`src/verilog/mode_reg_defines.svh`:
```
// constants for the mode-register configuration block
`ifndef MODE_REG_DEFINES_SVH
`define MODE_REG_DEFINES_SVH
`define OFS_CMD        8'h00
`define OFS_MR0        8'h04
`define OFS_MR1        8'h08
`define OFS_MR2        8'h0C
`define OFS_MR3        8'h10
`define OFS_EVENT      8'h14
`define OFS_STATUS     8'h18
`define OFS_DELAY      8'h1C
`define BIT_CMD_GO     0
`define BIT_MR0_PPD    12
`define BIT_MR0_DLLRST 8
`define BIT_MR1_DLLOFF 0
`define BIT_MR1_WLVL   7
`define BIT_MR1_QOFF   12
`define BIT_MR2_SRT    7
`define BIT_MR2_ASR    6
`define BIT_MR3_MPR    2
`define RST_MR         16'h0000
`define MASK_MR1       16'h12FF
`define MASK_MR2       16'h06FF
`define MASK_MR3       16'h0007
`define AL_OFF         2'h0
`define AL_CLM1        2'h1
`define AL_CLM2        2'h2
`define CWL_BASE       4'h5
`define CL_BASE        4'h4
`define DLY_W          5
`endif

```
`src/verilog/mode_reg_pkg.sv`:
```
// types for the mode-register configuration block
package mode_reg_pkg;
  typedef enum logic [1:0] {SEL_MR0, SEL_MR1, SEL_MR2, SEL_MR3} mr_sel_e;
  typedef enum logic [1:0] {EV_NONE, EV_SR_ENTER, EV_SR_EXIT, EV_PD_ENTER} ev_kind_e;
endpackage : mode_reg_pkg
```
`src/verilog/cmd_delay_line.sv`:
```
// shift line that holds a command for the additive latency
`timescale 1ns/1ps
`include "mode_reg_defines.svh"
module cmd_delay_line (
  input  wire logic               clk,
  input  wire logic               rst_n,
  input  wire logic               inValid,
  input  wire logic               inWrite,
  input  wire logic [4:0]         delay,
  output logic                    outValid,
  output logic                    outWrite
);
  logic [31:0]         vbits;
  logic [31:0]         wbits;
  // delay 0 passes straight through one flop stage
  always_ff @(posedge clk or negedge rst_n)
  begin
    if (!rst_n)
    begin
      vbits <= 32'h00000000;
      wbits <= 32'h00000000;
    end
    else
    begin
      vbits <= {vbits[30:0], inValid};
      wbits <= {wbits[30:0], inWrite};
    end
  end
  always_ff @(posedge clk or negedge rst_n)
  begin
    if (!rst_n)
    begin
      outValid <= 1'b0;
      outWrite <= 1'b0;
    end
    else if (delay == 5'h00)
    begin
      outValid <= inValid;
      outWrite <= inWrite;
    end
    else
    begin
      outValid <= vbits[delay - 5'h01];
      outWrite <= wbits[delay - 5'h01];
    end
  end
endmodule : cmd_delay_line

```
`src/verilog/mode_reg_config.sv`:
```
// DDR3 mode-register configuration: register file, command decode, latencies
`timescale 1ns/1ps
`include "mode_reg_defines.svh"
module mode_reg_config (
  input  wire logic        clk,
  input  wire logic        rst_n,
  input  wire logic [7:0]  address,
  input  wire logic        read,
  input  wire logic        write,
  input  wire logic [31:0] writedata,
  output logic [31:0]      readdata,
  output logic             waitrequest,
  output logic             dllRunning,
  output logic             outputsOff,
  output logic             dynOdtAllowed,
  output logic             mprActive,
  output logic [1:0]       mprSelect,
  output logic             srtHighRate,
  output logic             asrThermal,
  output logic [4:0]       readLatency,
  output logic [4:0]       writeLatency,
  output logic             intCmdValid,
  output logic             intCmdWrite,
  output logic             intReadIsMpr
);
  logic [15:0] mr0;
  logic [15:0] mr1;
  logic [15:0] mr2;
  logic [15:0] mr3;
  logic        inSelfRefresh;
  logic        inPowerDown;
  logic        ackPending;
  logic [4:0]  clValue;
  logic [4:0]  cwlValue;
  logic [4:0]  alValue;
  logic        delValid;
  logic        delWrite;
  logic        busHit;
  logic [2:0]  bank;
  logic        mrsGo;
  logic        cmdRdWr;
  logic        cmdIsWrite;
  mode_reg_pkg::ev_kind_e evKind;

  // command register: go, bank[3:1], event[5:4], rd/wr [6], iswrite [7], addr [31:16]
  assign mrsGo      = write && !ackPending && address == `OFS_CMD && writedata[`BIT_CMD_GO];
  assign bank       = writedata[3:1];
  assign evKind     = mode_reg_pkg::ev_kind_e'(writedata[5:4]);
  assign cmdRdWr    = write && !ackPending && address == `OFS_CMD && writedata[6];
  assign cmdIsWrite = writedata[7];
  assign busHit     = address == `OFS_CMD || address == `OFS_MR0 || address == `OFS_MR1
                    || address == `OFS_MR2 || address == `OFS_MR3 || address == `OFS_STATUS;

  // one wait cycle per access: answer on the second edge
  always_ff @(posedge clk or negedge rst_n)
  begin
    if (!rst_n)
      ackPending <= 1'b0;
    else if ((read || write) && !ackPending)
      ackPending <= 1'b1;
    else
      ackPending <= 1'b0;
  end
  always_ff @(posedge clk or negedge rst_n)
  begin
    if (!rst_n)
      waitrequest <= 1'b1;
    else
      waitrequest <= !((read || write) && !ackPending);
  end

  // mode registers load only on MRS to their own bank
  always_ff @(posedge clk or negedge rst_n)
  begin
    if (!rst_n)
    begin
      mr0 <= `RST_MR;
      mr1 <= `RST_MR;
      mr2 <= `RST_MR;
      mr3 <= `RST_MR;
    end
    else if (mrsGo && bank[2] == 1'b0)
    begin
      case (mode_reg_pkg::mr_sel_e'(bank[1:0]))
        mode_reg_pkg::SEL_MR0: mr0 <= writedata[31:16] & ~(16'h0001 << `BIT_MR0_DLLRST);
        mode_reg_pkg::SEL_MR1: mr1 <= writedata[31:16] & `MASK_MR1;
        mode_reg_pkg::SEL_MR2: mr2 <= writedata[31:16] & `MASK_MR2;
        mode_reg_pkg::SEL_MR3: mr3 <= writedata[31:16] & `MASK_MR3;
        default: mr0 <= mr0;
      endcase
    end
  end

  // self refresh and power-down state from controller events
  always_ff @(posedge clk or negedge rst_n)
  begin
    if (!rst_n)
    begin
      inSelfRefresh <= 1'b0;
      inPowerDown   <= 1'b0;
    end
    else if (write && !ackPending && address == `OFS_CMD)
    begin
      case (evKind)
        mode_reg_pkg::EV_SR_ENTER: inSelfRefresh <= 1'b1;
        mode_reg_pkg::EV_SR_EXIT:
        begin
          inSelfRefresh <= 1'b0;
          inPowerDown   <= 1'b0;
        end
        mode_reg_pkg::EV_PD_ENTER: inPowerDown <= 1'b1;
        default: inPowerDown <= inPowerDown;
      endcase
    end
  end

  // dll follows A0, self refresh, and the power-down exit choice
  always_ff @(posedge clk or negedge rst_n)
  begin
    if (!rst_n)
      dllRunning <= 1'b0;
    else
      dllRunning <= !mr1[`BIT_MR1_DLLOFF] && !inSelfRefresh
                 && !(inPowerDown && !mr0[`BIT_MR0_PPD]);
  end

  // latency decode; reserved AL code treated as disabled
  assign clValue  = {1'b0, `CL_BASE} + {2'b00, mr0[6:4]};
  assign cwlValue = {1'b0, `CWL_BASE} + {2'b00, mr2[5:3]};
  always_comb
  begin
    case (mr1[4:3])
      `AL_CLM1: alValue = clValue - 5'h01;
      `AL_CLM2: alValue = clValue - 5'h02;
      default:  alValue = 5'h00;
    endcase
  end

  always_ff @(posedge clk or negedge rst_n)
  begin
    if (!rst_n)
    begin
      readLatency  <= 5'h00;
      writeLatency <= 5'h00;
    end
    else
    begin
      readLatency  <= alValue + clValue;
      writeLatency <= alValue + cwlValue;
    end
  end

  always_ff @(posedge clk or negedge rst_n)
  begin
    if (!rst_n)
    begin
      outputsOff    <= 1'b0;
      dynOdtAllowed <= 1'b0;
      mprActive     <= 1'b0;
      mprSelect     <= 2'h0;
      srtHighRate   <= 1'b0;
      asrThermal    <= 1'b0;
    end
    else
    begin
      outputsOff    <= mr1[`BIT_MR1_QOFF];
      // dynamic termination off in leveling even if Rtt_WR set
      dynOdtAllowed <= (mr2[10:9] != 2'h0) && !mr1[`BIT_MR1_WLVL];
      mprActive     <= mr3[`BIT_MR3_MPR];
      mprSelect     <= mr3[`BIT_MR3_MPR] ? mr3[1:0] : 2'h0;
      asrThermal    <= mr2[`BIT_MR2_ASR];
      srtHighRate   <= mr2[`BIT_MR2_ASR] ? 1'b0 : mr2[`BIT_MR2_SRT];
    end
  end

  cmd_delay_line u_delay (
    .clk      (clk),
    .rst_n    (rst_n),
    .inValid  (cmdRdWr),
    .inWrite  (cmdIsWrite),
    .delay    (alValue),
    .outValid (delValid),
    .outWrite (delWrite)
  );

  always_ff @(posedge clk or negedge rst_n)
  begin
    if (!rst_n)
    begin
      intCmdValid  <= 1'b0;
      intCmdWrite  <= 1'b0;
      intReadIsMpr <= 1'b0;
    end
    else
    begin
      intCmdValid  <= delValid;
      intCmdWrite  <= delWrite;
      intReadIsMpr <= delValid && !delWrite && mr3[`BIT_MR3_MPR];
    end
  end

  always_ff @(posedge clk or negedge rst_n)
  begin
    if (!rst_n)
      readdata <= 32'h00000000;
    else if (read && !ackPending)
    begin
      case (address)
        `OFS_MR0:    readdata <= {16'h0000, mr0};
        `OFS_MR1:    readdata <= {16'h0000, mr1};
        `OFS_MR2:    readdata <= {16'h0000, mr2};
        `OFS_MR3:    readdata <= {16'h0000, mr3};
        `OFS_STATUS: readdata <= {24'h000000, alValue, inPowerDown, inSelfRefresh, dllRunning};
        default:     readdata <= busHit ? 32'h00000000 : 32'hDEADBEEF;
      endcase
    end
  end

  // rst_n in antecedents: flops still in reset on the release edge
  a_mr1_hold: assert property (@(posedge clk) disable iff (!rst_n)
    !(mrsGo && bank == 3'h1) |=> $stable(mr1)) else $error("mr1 changed without mrs");
  a_mr1_load: assert property (@(posedge clk) disable iff (!rst_n)
    (mrsGo && bank == 3'h1) |=> mr1 == ($past(writedata[31:16]) & `MASK_MR1))
    else $error("mr1 not loaded");
  a_mr2_load: assert property (@(posedge clk) disable iff (!rst_n)
    (mrsGo && bank == 3'h2) |=> mr2 == ($past(writedata[31:16]) & `MASK_MR2))
    else $error("mr2 not loaded");
  a_mr3_load: assert property (@(posedge clk) disable iff (!rst_n)
    (mrsGo && bank == 3'h3) |=> mr3 == ($past(writedata[31:16]) & `MASK_MR3))
    else $error("mr3 not loaded");
  a_mr0_load: assert property (@(posedge clk) disable iff (!rst_n)
    (mrsGo && bank == 3'h0) |=> mr0 == ($past(writedata[31:16]) & 16'hFEFF))
    else $error("mr0 not loaded");
  a_mr0_hold: assert property (@(posedge clk) disable iff (!rst_n)
    !(mrsGo && bank == 3'h0) |=> $stable(mr0)) else $error("mr0 changed without mrs");
  a_mr2_hold: assert property (@(posedge clk) disable iff (!rst_n)
    !(mrsGo && bank == 3'h2) |=> $stable(mr2)) else $error("mr2 changed without mrs");
  a_mr3_hold: assert property (@(posedge clk) disable iff (!rst_n)
    !(mrsGo && bank == 3'h3) |=> $stable(mr3)) else $error("mr3 changed without mrs");
  a_dll_selfref: assert property (@(posedge clk) disable iff (!rst_n)
    inSelfRefresh |=> !dllRunning) else $error("dll running in self refresh");
  a_dll_normal: assert property (@(posedge clk) disable iff (!rst_n)
    (rst_n && !mr1[`BIT_MR1_DLLOFF] && !inSelfRefresh && !inPowerDown) |=> dllRunning)
    else $error("dll stopped in normal operation");
  a_dll_slowexit: assert property (@(posedge clk) disable iff (!rst_n)
    (inPowerDown && !mr0[`BIT_MR0_PPD]) |=> !dllRunning) else $error("dll not frozen");
  a_dll_fastexit: assert property (@(posedge clk) disable iff (!rst_n)
    (inPowerDown && mr0[`BIT_MR0_PPD] && !inSelfRefresh && !mr1[0]) |=> dllRunning)
    else $error("dll stopped in fast exit");
  a_al_decode: assert property (@(posedge clk) disable iff (!rst_n)
    (mr1[4:3] == `AL_CLM2) |-> alValue == clValue - 5'h02) else $error("al decode");
  a_al_clm1: assert property (@(posedge clk) disable iff (!rst_n)
    (mr1[4:3] == `AL_CLM1) |-> alValue == clValue - 5'h01) else $error("al decode minus one");
  a_al_reserved: assert property (@(posedge clk) disable iff (!rst_n)
    (mr1[4:3] == 2'h3) |-> alValue == 5'h00) else $error("reserved al not zero");
  a_wl_sum: assert property (@(posedge clk) disable iff (!rst_n)
    rst_n |=> writeLatency == $past(alValue) + $past(cwlValue)) else $error("wl sum");
  a_rl_sum: assert property (@(posedge clk) disable iff (!rst_n)
    rst_n |=> readLatency == $past(alValue) + $past(clValue)) else $error("rl sum");
  a_qoff_out: assert property (@(posedge clk) disable iff (!rst_n)
    mr1[`BIT_MR1_QOFF] |=> outputsOff) else $error("outputs not off");
  a_qoff_clear: assert property (@(posedge clk) disable iff (!rst_n)
    !mr1[`BIT_MR1_QOFF] |=> !outputsOff) else $error("outputs off in normal mode");
  a_wlvl_nodyn: assert property (@(posedge clk) disable iff (!rst_n)
    mr1[`BIT_MR1_WLVL] |=> !dynOdtAllowed) else $error("dynamic odt in leveling");
  a_mpr_ignore: assert property (@(posedge clk) disable iff (!rst_n)
    !mr3[`BIT_MR3_MPR] |=> mprSelect == 2'h0) else $error("mpr select not ignored");
  a_mpr_select: assert property (@(posedge clk) disable iff (!rst_n)
    mr3[`BIT_MR3_MPR] |=> mprSelect == $past(mr3[1:0])) else $error("mpr select lost");
  a_asr_srt: assert property (@(posedge clk) disable iff (!rst_n)
    mr2[`BIT_MR2_ASR] |=> !srtHighRate) else $error("srt used with asr");
  a_al_delay: assert property (@(posedge clk) disable iff (!rst_n)
    (cmdRdWr && alValue == 5'h00 && $stable(mr1)) |-> ##2 intCmdValid)
    else $error("command lost at al zero");
  a_mpr_redirect: assert property (@(posedge clk) disable iff (!rst_n)
    (delValid && !delWrite && mr3[`BIT_MR3_MPR]) |=> intReadIsMpr)
    else $error("read not redirected");
endmodule : mode_reg_config

```
`config.mk`:
```
export PLATFORM = sky130hd
export DESIGN_NAME = mode_reg_config
export DESIGN_NICKNAME = d
export VERILOG_FILES = /design/src/verilog/mode_reg_pkg.sv /design/src/verilog/cmd_delay_line.sv /design/src/verilog/mode_reg_config.sv
export VERILOG_INCLUDE_DIRS = /design/src /design/src/verilog
export SDC_FILE = /design/constraint.sdc
export NUM_CORES = 1
export LEC_CHECK = 0
export BUFFER_PORTS_ARGS = -buffer_cell sky130_fd_sc_hd__buf_2
export CAP_MARGIN = 5
export CORE_ASPECT_RATIO = 1.75
export CORE_MARGIN = 4
export CORE_UTILIZATION = 49
export DETAILED_ROUTE_END_ITERATION = 7
export PLACE_DENSITY = 0.7
export REMOVE_ABC_BUFFERS = 1
export SYNTH_ARGS = -nofsm -noshare
export SYNTH_HDL_FRONTEND = slang
export SYNTH_HIERARCHICAL = 1
export SYNTH_SLANG_ARGS = --single-unit
export TNS_END_PERCENT = 1
```
`constraint.sdc`:
```
create_clock -name clk -period 4.85 [get_ports clk]
set_input_delay 0.2425 -clock clk [delete_from_list [all_inputs] [get_ports clk]]
set_output_delay 0.2425 -clock clk [all_outputs]
set_load 0.02 [all_outputs]
```
; Word-level counts from Yosys, hierarchy flattened
; Index checks and enable logic that the tools add are counted.
[totals]
register_bits = 161
input_bits = 44
wordCells = 100
[classes]
mux = 14
addsub = 7
n_bitwise = 1
reduce_logical = 39
order_cmp = 1
eq_ne = 13
[op_table]
columns = cell, count
row1 = 32-bit one-hot mux with 5 select lines, 1
row2 = 32-bit two-way mux, 1
row3 = "8-bit by 4-bit == test with 1-bit output, second input constant", 2
row4 = "8-bit by 5-bit == test with 1-bit output, second input constant", 2
row5 = 1-bit logical AND, 13
row6 = 2-bit AND reduction, 6
row7 = 5-bit by 4-bit adder with 5-bit output, 2
row8 = 1-bit binary-select mux with 5-bit select, 2
row9 = "2-bit == test, second input constant", 5
row10 = 5-bit one-hot mux with 2 select lines, 1
row11 = "3-bit by 3-bit adder with 4-bit output, first input constant", 2
row12 = "8-bit by 3-bit == test with 1-bit output, second input constant", 1
row13 = 1-bit logical NOT, 8
row14 = 8-bit logical NOT, 1
row15 = "2-bit by 1-bit == test with 1-bit output, second input constant", 3
row16 = 1-bit logical OR, 6
row17 = "5-bit by 6-bit < comparator with 1-bit output, second input constant", 1
row18 = 1-bit two-way mux, 6
row19 = 2-bit nonzero test, 3
row20 = 5-bit logical NOT, 1
row21 = "4-bit by 1-bit subtractor with 5-bit output, second input constant", 1
row22 = "4-bit by 2-bit subtractor with 5-bit output, second input constant", 1
row23 = "5-bit by 1-bit subtractor with 5-bit output, second input constant", 1
row24 = 1-bit one-hot mux with 2 select lines, 2
row25 = other kinds (3), 3

; Longest topological paths before layout
[logic_depth]
ltp_word = 8
ltp_mapped = 16

; Hierarchy
; The synthesis kept the hierarchy.
[by_module_without_submodules]
columns = module, n_inst, area_per_inst_um2, seq_area_each_um2, cells_per_inst
row1 = mode_reg_config, 1, 3906.2, 1978.1, 329
row2 = cmd_delay_line, 1, 2498.6, 1651.6, 164

; Least setup slack after synthesis
; Ideal clock, no wire load.
[synth_path]
path_kind = register -> register
from = register mr1[3]
to = register u_delay.outWrite
stages_incl_launch_ff = 16
n_path_buf = 3
setup_slack_ns = 1.663
arrival_ns = 3.060
cell_sequence = dfrtp_1 inv_1 ha_1 mux2i_1 inv_1 buf_6 buf_2 inv_1 ha_1 clkbuf_1 mux4_1 mux2i_1 nor3b_1 or4_1 a21oi_1 nor3_1
[synth_via]
elab_chain_cells = 6
elab_cells_between_ends = 8
[synth_lines]
columns = item, line_no
row1 = start: declaration, mode_reg_config.sv:27  ; logic [15:0] mr1;
row2 = start signal: assignment, mode_reg_config.sv:78  ; mr1 <= `RST_MR;
row3 = start signal: assignment, mode_reg_config.sv:86  ; mode_reg_pkg::SEL_MR1: mr1 <= writedata[31:16] & `MASK_MR1;
row4 = 2-bit == test or 2-bit by 1-bit == test with 1-bit output (tied branches), mode_reg_config.sv:132  ; case (mr1[4:3])
row5 = 5-bit one-hot mux with 2 select lines *, mode_reg_config.sv:132
row6 = via alValue[0], mode_reg_config.sv:35  ; logic [4:0] alValue;
row7 = 5-bit by 1-bit subtractor with 5-bit output, cmd_delay_line.sv:44  ; outWrite <= wbits[delay - 5'h01];
row8 = 1-bit binary-select mux with 5-bit select, cmd_delay_line.sv:44
row9 = 1-bit two-way mux (implied by the code), cmd_delay_line.sv:44
row10 = 1-bit two-way mux *, cmd_delay_line.sv:36  ; else if (delay == 5'h00)
row11 = end signal: assignment, cmd_delay_line.sv:39  ; outWrite <= inWrite;
row12 = end signal: assignment, cmd_delay_line.sv:44
row13 = end: declaration, cmd_delay_line.sv:11  ; output logic outWrite
; Mark *: on every way through the listed nets, which the timed path passes. The rest lies on a longest branch. The select of a mux whose other input is x is not followed.
; A chain may end at the register's enable or synchronous reset.

; Worst setup path after layout
; Ends and elaborated chain as after synthesis.

==> impl_metrics.toml <==
[pwr]
powerDensity_nw_per_um2 = 361
p_leak_nw = 3.55
ir_worst_vdd_v = 0.000279

[setup_path]
cp_slowest_cell = "ha_1"
crit_chain = "inv_1 -> ha_1 -> mux2i_1 -> inv_1 -> buf_4 -> inv_1 -> ha_1 -> mux4_1 -> mux2i_1 -> nor3b_1 -> or4_1 -> a21oi_1 -> nor3_1"
start_kind = "register"
cp_num_buf_inv = 4
critPathTopFamily = "adder cells"
cp_max_fo = 20
path_class = "reg -> reg"
max_stage_delay_ns = 0.71
end_kind = "register"
worstPathArrival_ns = 3.96
worst_path_most_repeated_cell = "inv_1"
cp.required_ns = 5.14

[finish]
fin_util_pct = 58.3
drive_gt1_share_pct = 30.8
fillCellCount = 1035
num_antenna_cells = 0
area_delta_synth_final_pct = 17.2
nNetsFinal = 638

[place]
gp_congestion = 0.834
port_buffers = 82
dp_hpwl_um = 9380

[die]
io_pins = 98
initial_core_util_pct = 49.8
dieArea_um2 = 15000
rows = 55
die_h_um = 159
core_um2 = 12900
die_x_um = 94.4

[sta]
hold_violations = 0
slew_viol_final = 0
finalCritPeriodShare_pct = 75.6
skew_ns = 0.00427
rsz0062_at_grt = "false"
timing.hold.ws_ns = 0.0645
finalSetupViolations = 0
min_period_ns = 3.67
fmax_mhz = 273
relSlewSlack_pct = 21.9
worst_pin_slew_ns = 1.17
finalSetupTns_ns = 0

[global_routing]
grt-ovfl-total = 0
grt_pass1_vias = 4227
grt_antenna_before_repair = 0
grt_pass1_wl_um = 21800
grt_max_degree = 84
track_usage_pct = 18.9

[worst_hold_path]
min_path_type = "in -> reg"

[clocking]
htree_levels = 4
cts-resized-gates = 0
cts_sinks = 145
cts_setup_buffers = 0
clk_latency_ns = 0.41
cts_tree = "done"
cts_root_buffer = "clkbuf_16"
cts_buffers = 17
clk_pin_slew_ns = 0.06
cts_buffer_depth = 2

[logic_synthesis]
synth.top_cell.area_share_pct = 56.3
yosys.cell_types.count = 61
async_reset_ff_share_pct = 100
synth_cells = 493
yosys.area.top_type = "dfrtp_1"
synth_common_cells = "144 x dfrtp_1, 32 x mux2_2, 27 x nor2_1"
synth_edf_count = 0
ys_seq_area_share_pct = 56.7
yosysMostFrequentCell = "dfrtp_1"
ys_ff_latch = 145
yosysWarnings = 6
syn_area_per_cell_um2 = 13.0
synth_area_um2 = 6400
ys.flop_type = "dfrtp_1"
yosys-top-cells-area = "dfrtp_1 56%, mux2_2 5.6%, ha_1 3.5%"

[route]
drtIter0Drc = 143
first_pass_iters = 5
wire_per_inst_um = 17.8
routed_via_density = 5.41
drc = 0
vias = 4104
drtAntennaViolNets = 0
wirelength_um = 13500

[run_status]
status = "finished clean"

[run]
max_cap_viol_count = 0
## layer usage
layer | vias to the layer above | track usage (%) | wire, um | share of wire [%]
li1 | 1888 | - | - | -
met1 | 2065 | 21.8 | 5180 | 38
met2 | 122 | 33.7 | 7340 | 55
met3 | 29 | 4.54 | 625 | 4.6
met4 | 0 | 6.77 | 313 | 2.3
met5 | - | 0 | 0 | 0
## worst paths after layout
check / startpoint / to / slack, ns / depth (start not counted)
max: mr1[3] / u_delay/outWrite / 1.18 / 13
min: writedata[27] / mr0[11] / 0.06 / 2
max reg2reg: mr1[3] / u_delay/outWrite / 1.18 / 13
min reg2reg: u_delay/vbits[10] / u_delay/vbits[11] / 0.37 / 0
max in group asynchronous: rst_n / readLatency[4] / 3.13 / 3
min in group asynchronous: rst_n / mr2[0] / 0.43 / 2
## power breakdown
part | internal, mW | switching, mW | leakage, nW
combinational | 0.0406 | 0.0815 | 1.41
sequential | 1.23 | 0.0132 | 1.85
clock | 0.842 | 0.502 | 0.299
total | 2.12 | 0.597 | 3.55
## cells in the final DEF (no fill, tap or decap), types with 3 or more instances in the layout
cell type	Yosys	layout
nor4_1	6	6
nor3b_1	6	6
nor2b_1	8	8
inv_1	26	26
nor2_1	27	27
mux4_1	7	7
nand4b_1	3	3
nand3_1	5	5
ha_1	18	18
a22oi_1	5	5
inv_6	0	4
mux4_2	9	9
buf_4	16	6
xnor2_1	5	5
conb_1	1	12
o22ai_1	7	7
dfrtp_1	144	144
a21o_1	3	3
and2_1	3	3
a211oi_1	4	4
nor3_1	3	3
nand2_1	24	24
clkbuf_16	0	17
or2_2	5	5
mux2_4	10	10
bufinv_16	0	3
a21oi_1	26	26
nand2b_1	7	7
mux2_2	32	32
o21ai_0	13	13
mux2i_1	15	15
buf_2	5	81
## metrics by stage
step | area, um2 | setup slack, ns | power [mW] | cells
2_1_floorplan | 6190 | 1.43 | 1.32 | 465
3_3_place_gp | 6880 | 1.23 | 1.39 | 724
3_5_place_dp | 6880 | 1.15 | 1.39 | 724
4_1_cts | 7510 | 1.11 | 2.74 | 758
5_1_grt | 7510 | 0.840 | 2.82 | 758
6_report | 7510 | 1.18 | 2.71 | 758
## sequential cells by signal, summed over array words and instances (netlist names), 2 cells and up
signal,flops
u_delay/vbits,32
u_delay/wbits,32
readdata,16
mr0,15
mr1,10
mr2,10
readLatency,5
writeLatency,5
mr3,3
mprSelect,2
## cells by family (layout without fill, tap and decap cells)
kind of cell / count (synthesis) / in the layout / synth area share [%]
AOI/OAI and AO/OA: 73 / 73 / 7.09
xor gates and xnor gates: 5 / 5 / 0.684
adders and majority gates: 20 / 20 / 4.14
buffers and inverters: 66 / 149 / 5.51
DFF: 145 / 145 / 56.7
muxes: 73 / 73 / 16.4
other: 1 / 12 / 0.0585
and+or+nand+nor: 110 / 110 / 9.49
## what timing repair did
action	in CTS	in global routing
hold buffers	2	0
setup endpoints to repair	0	0
endpoints found under the hold margin	83	0
## area by class of cell
| class | count | area (um2) | area share [%] |
|---|---|---|---|
| Clock inverter | 11 | 151 | 2.02 |
| Timing Repair Buffer | 90 | 482 | 6.42 |
| Clock buffer | 21 | 460 | 6.13 |
| Inverter | 27 | 101 | 1.35 |
| Sequential cell | 145 | 3630 | 48.3 |
| Multi-Input combinational cell | 293 | 2470 | 32.9 |
| Tap cell | 171 | 214 | 2.85 |
Power figures use the tool's default switching activity.
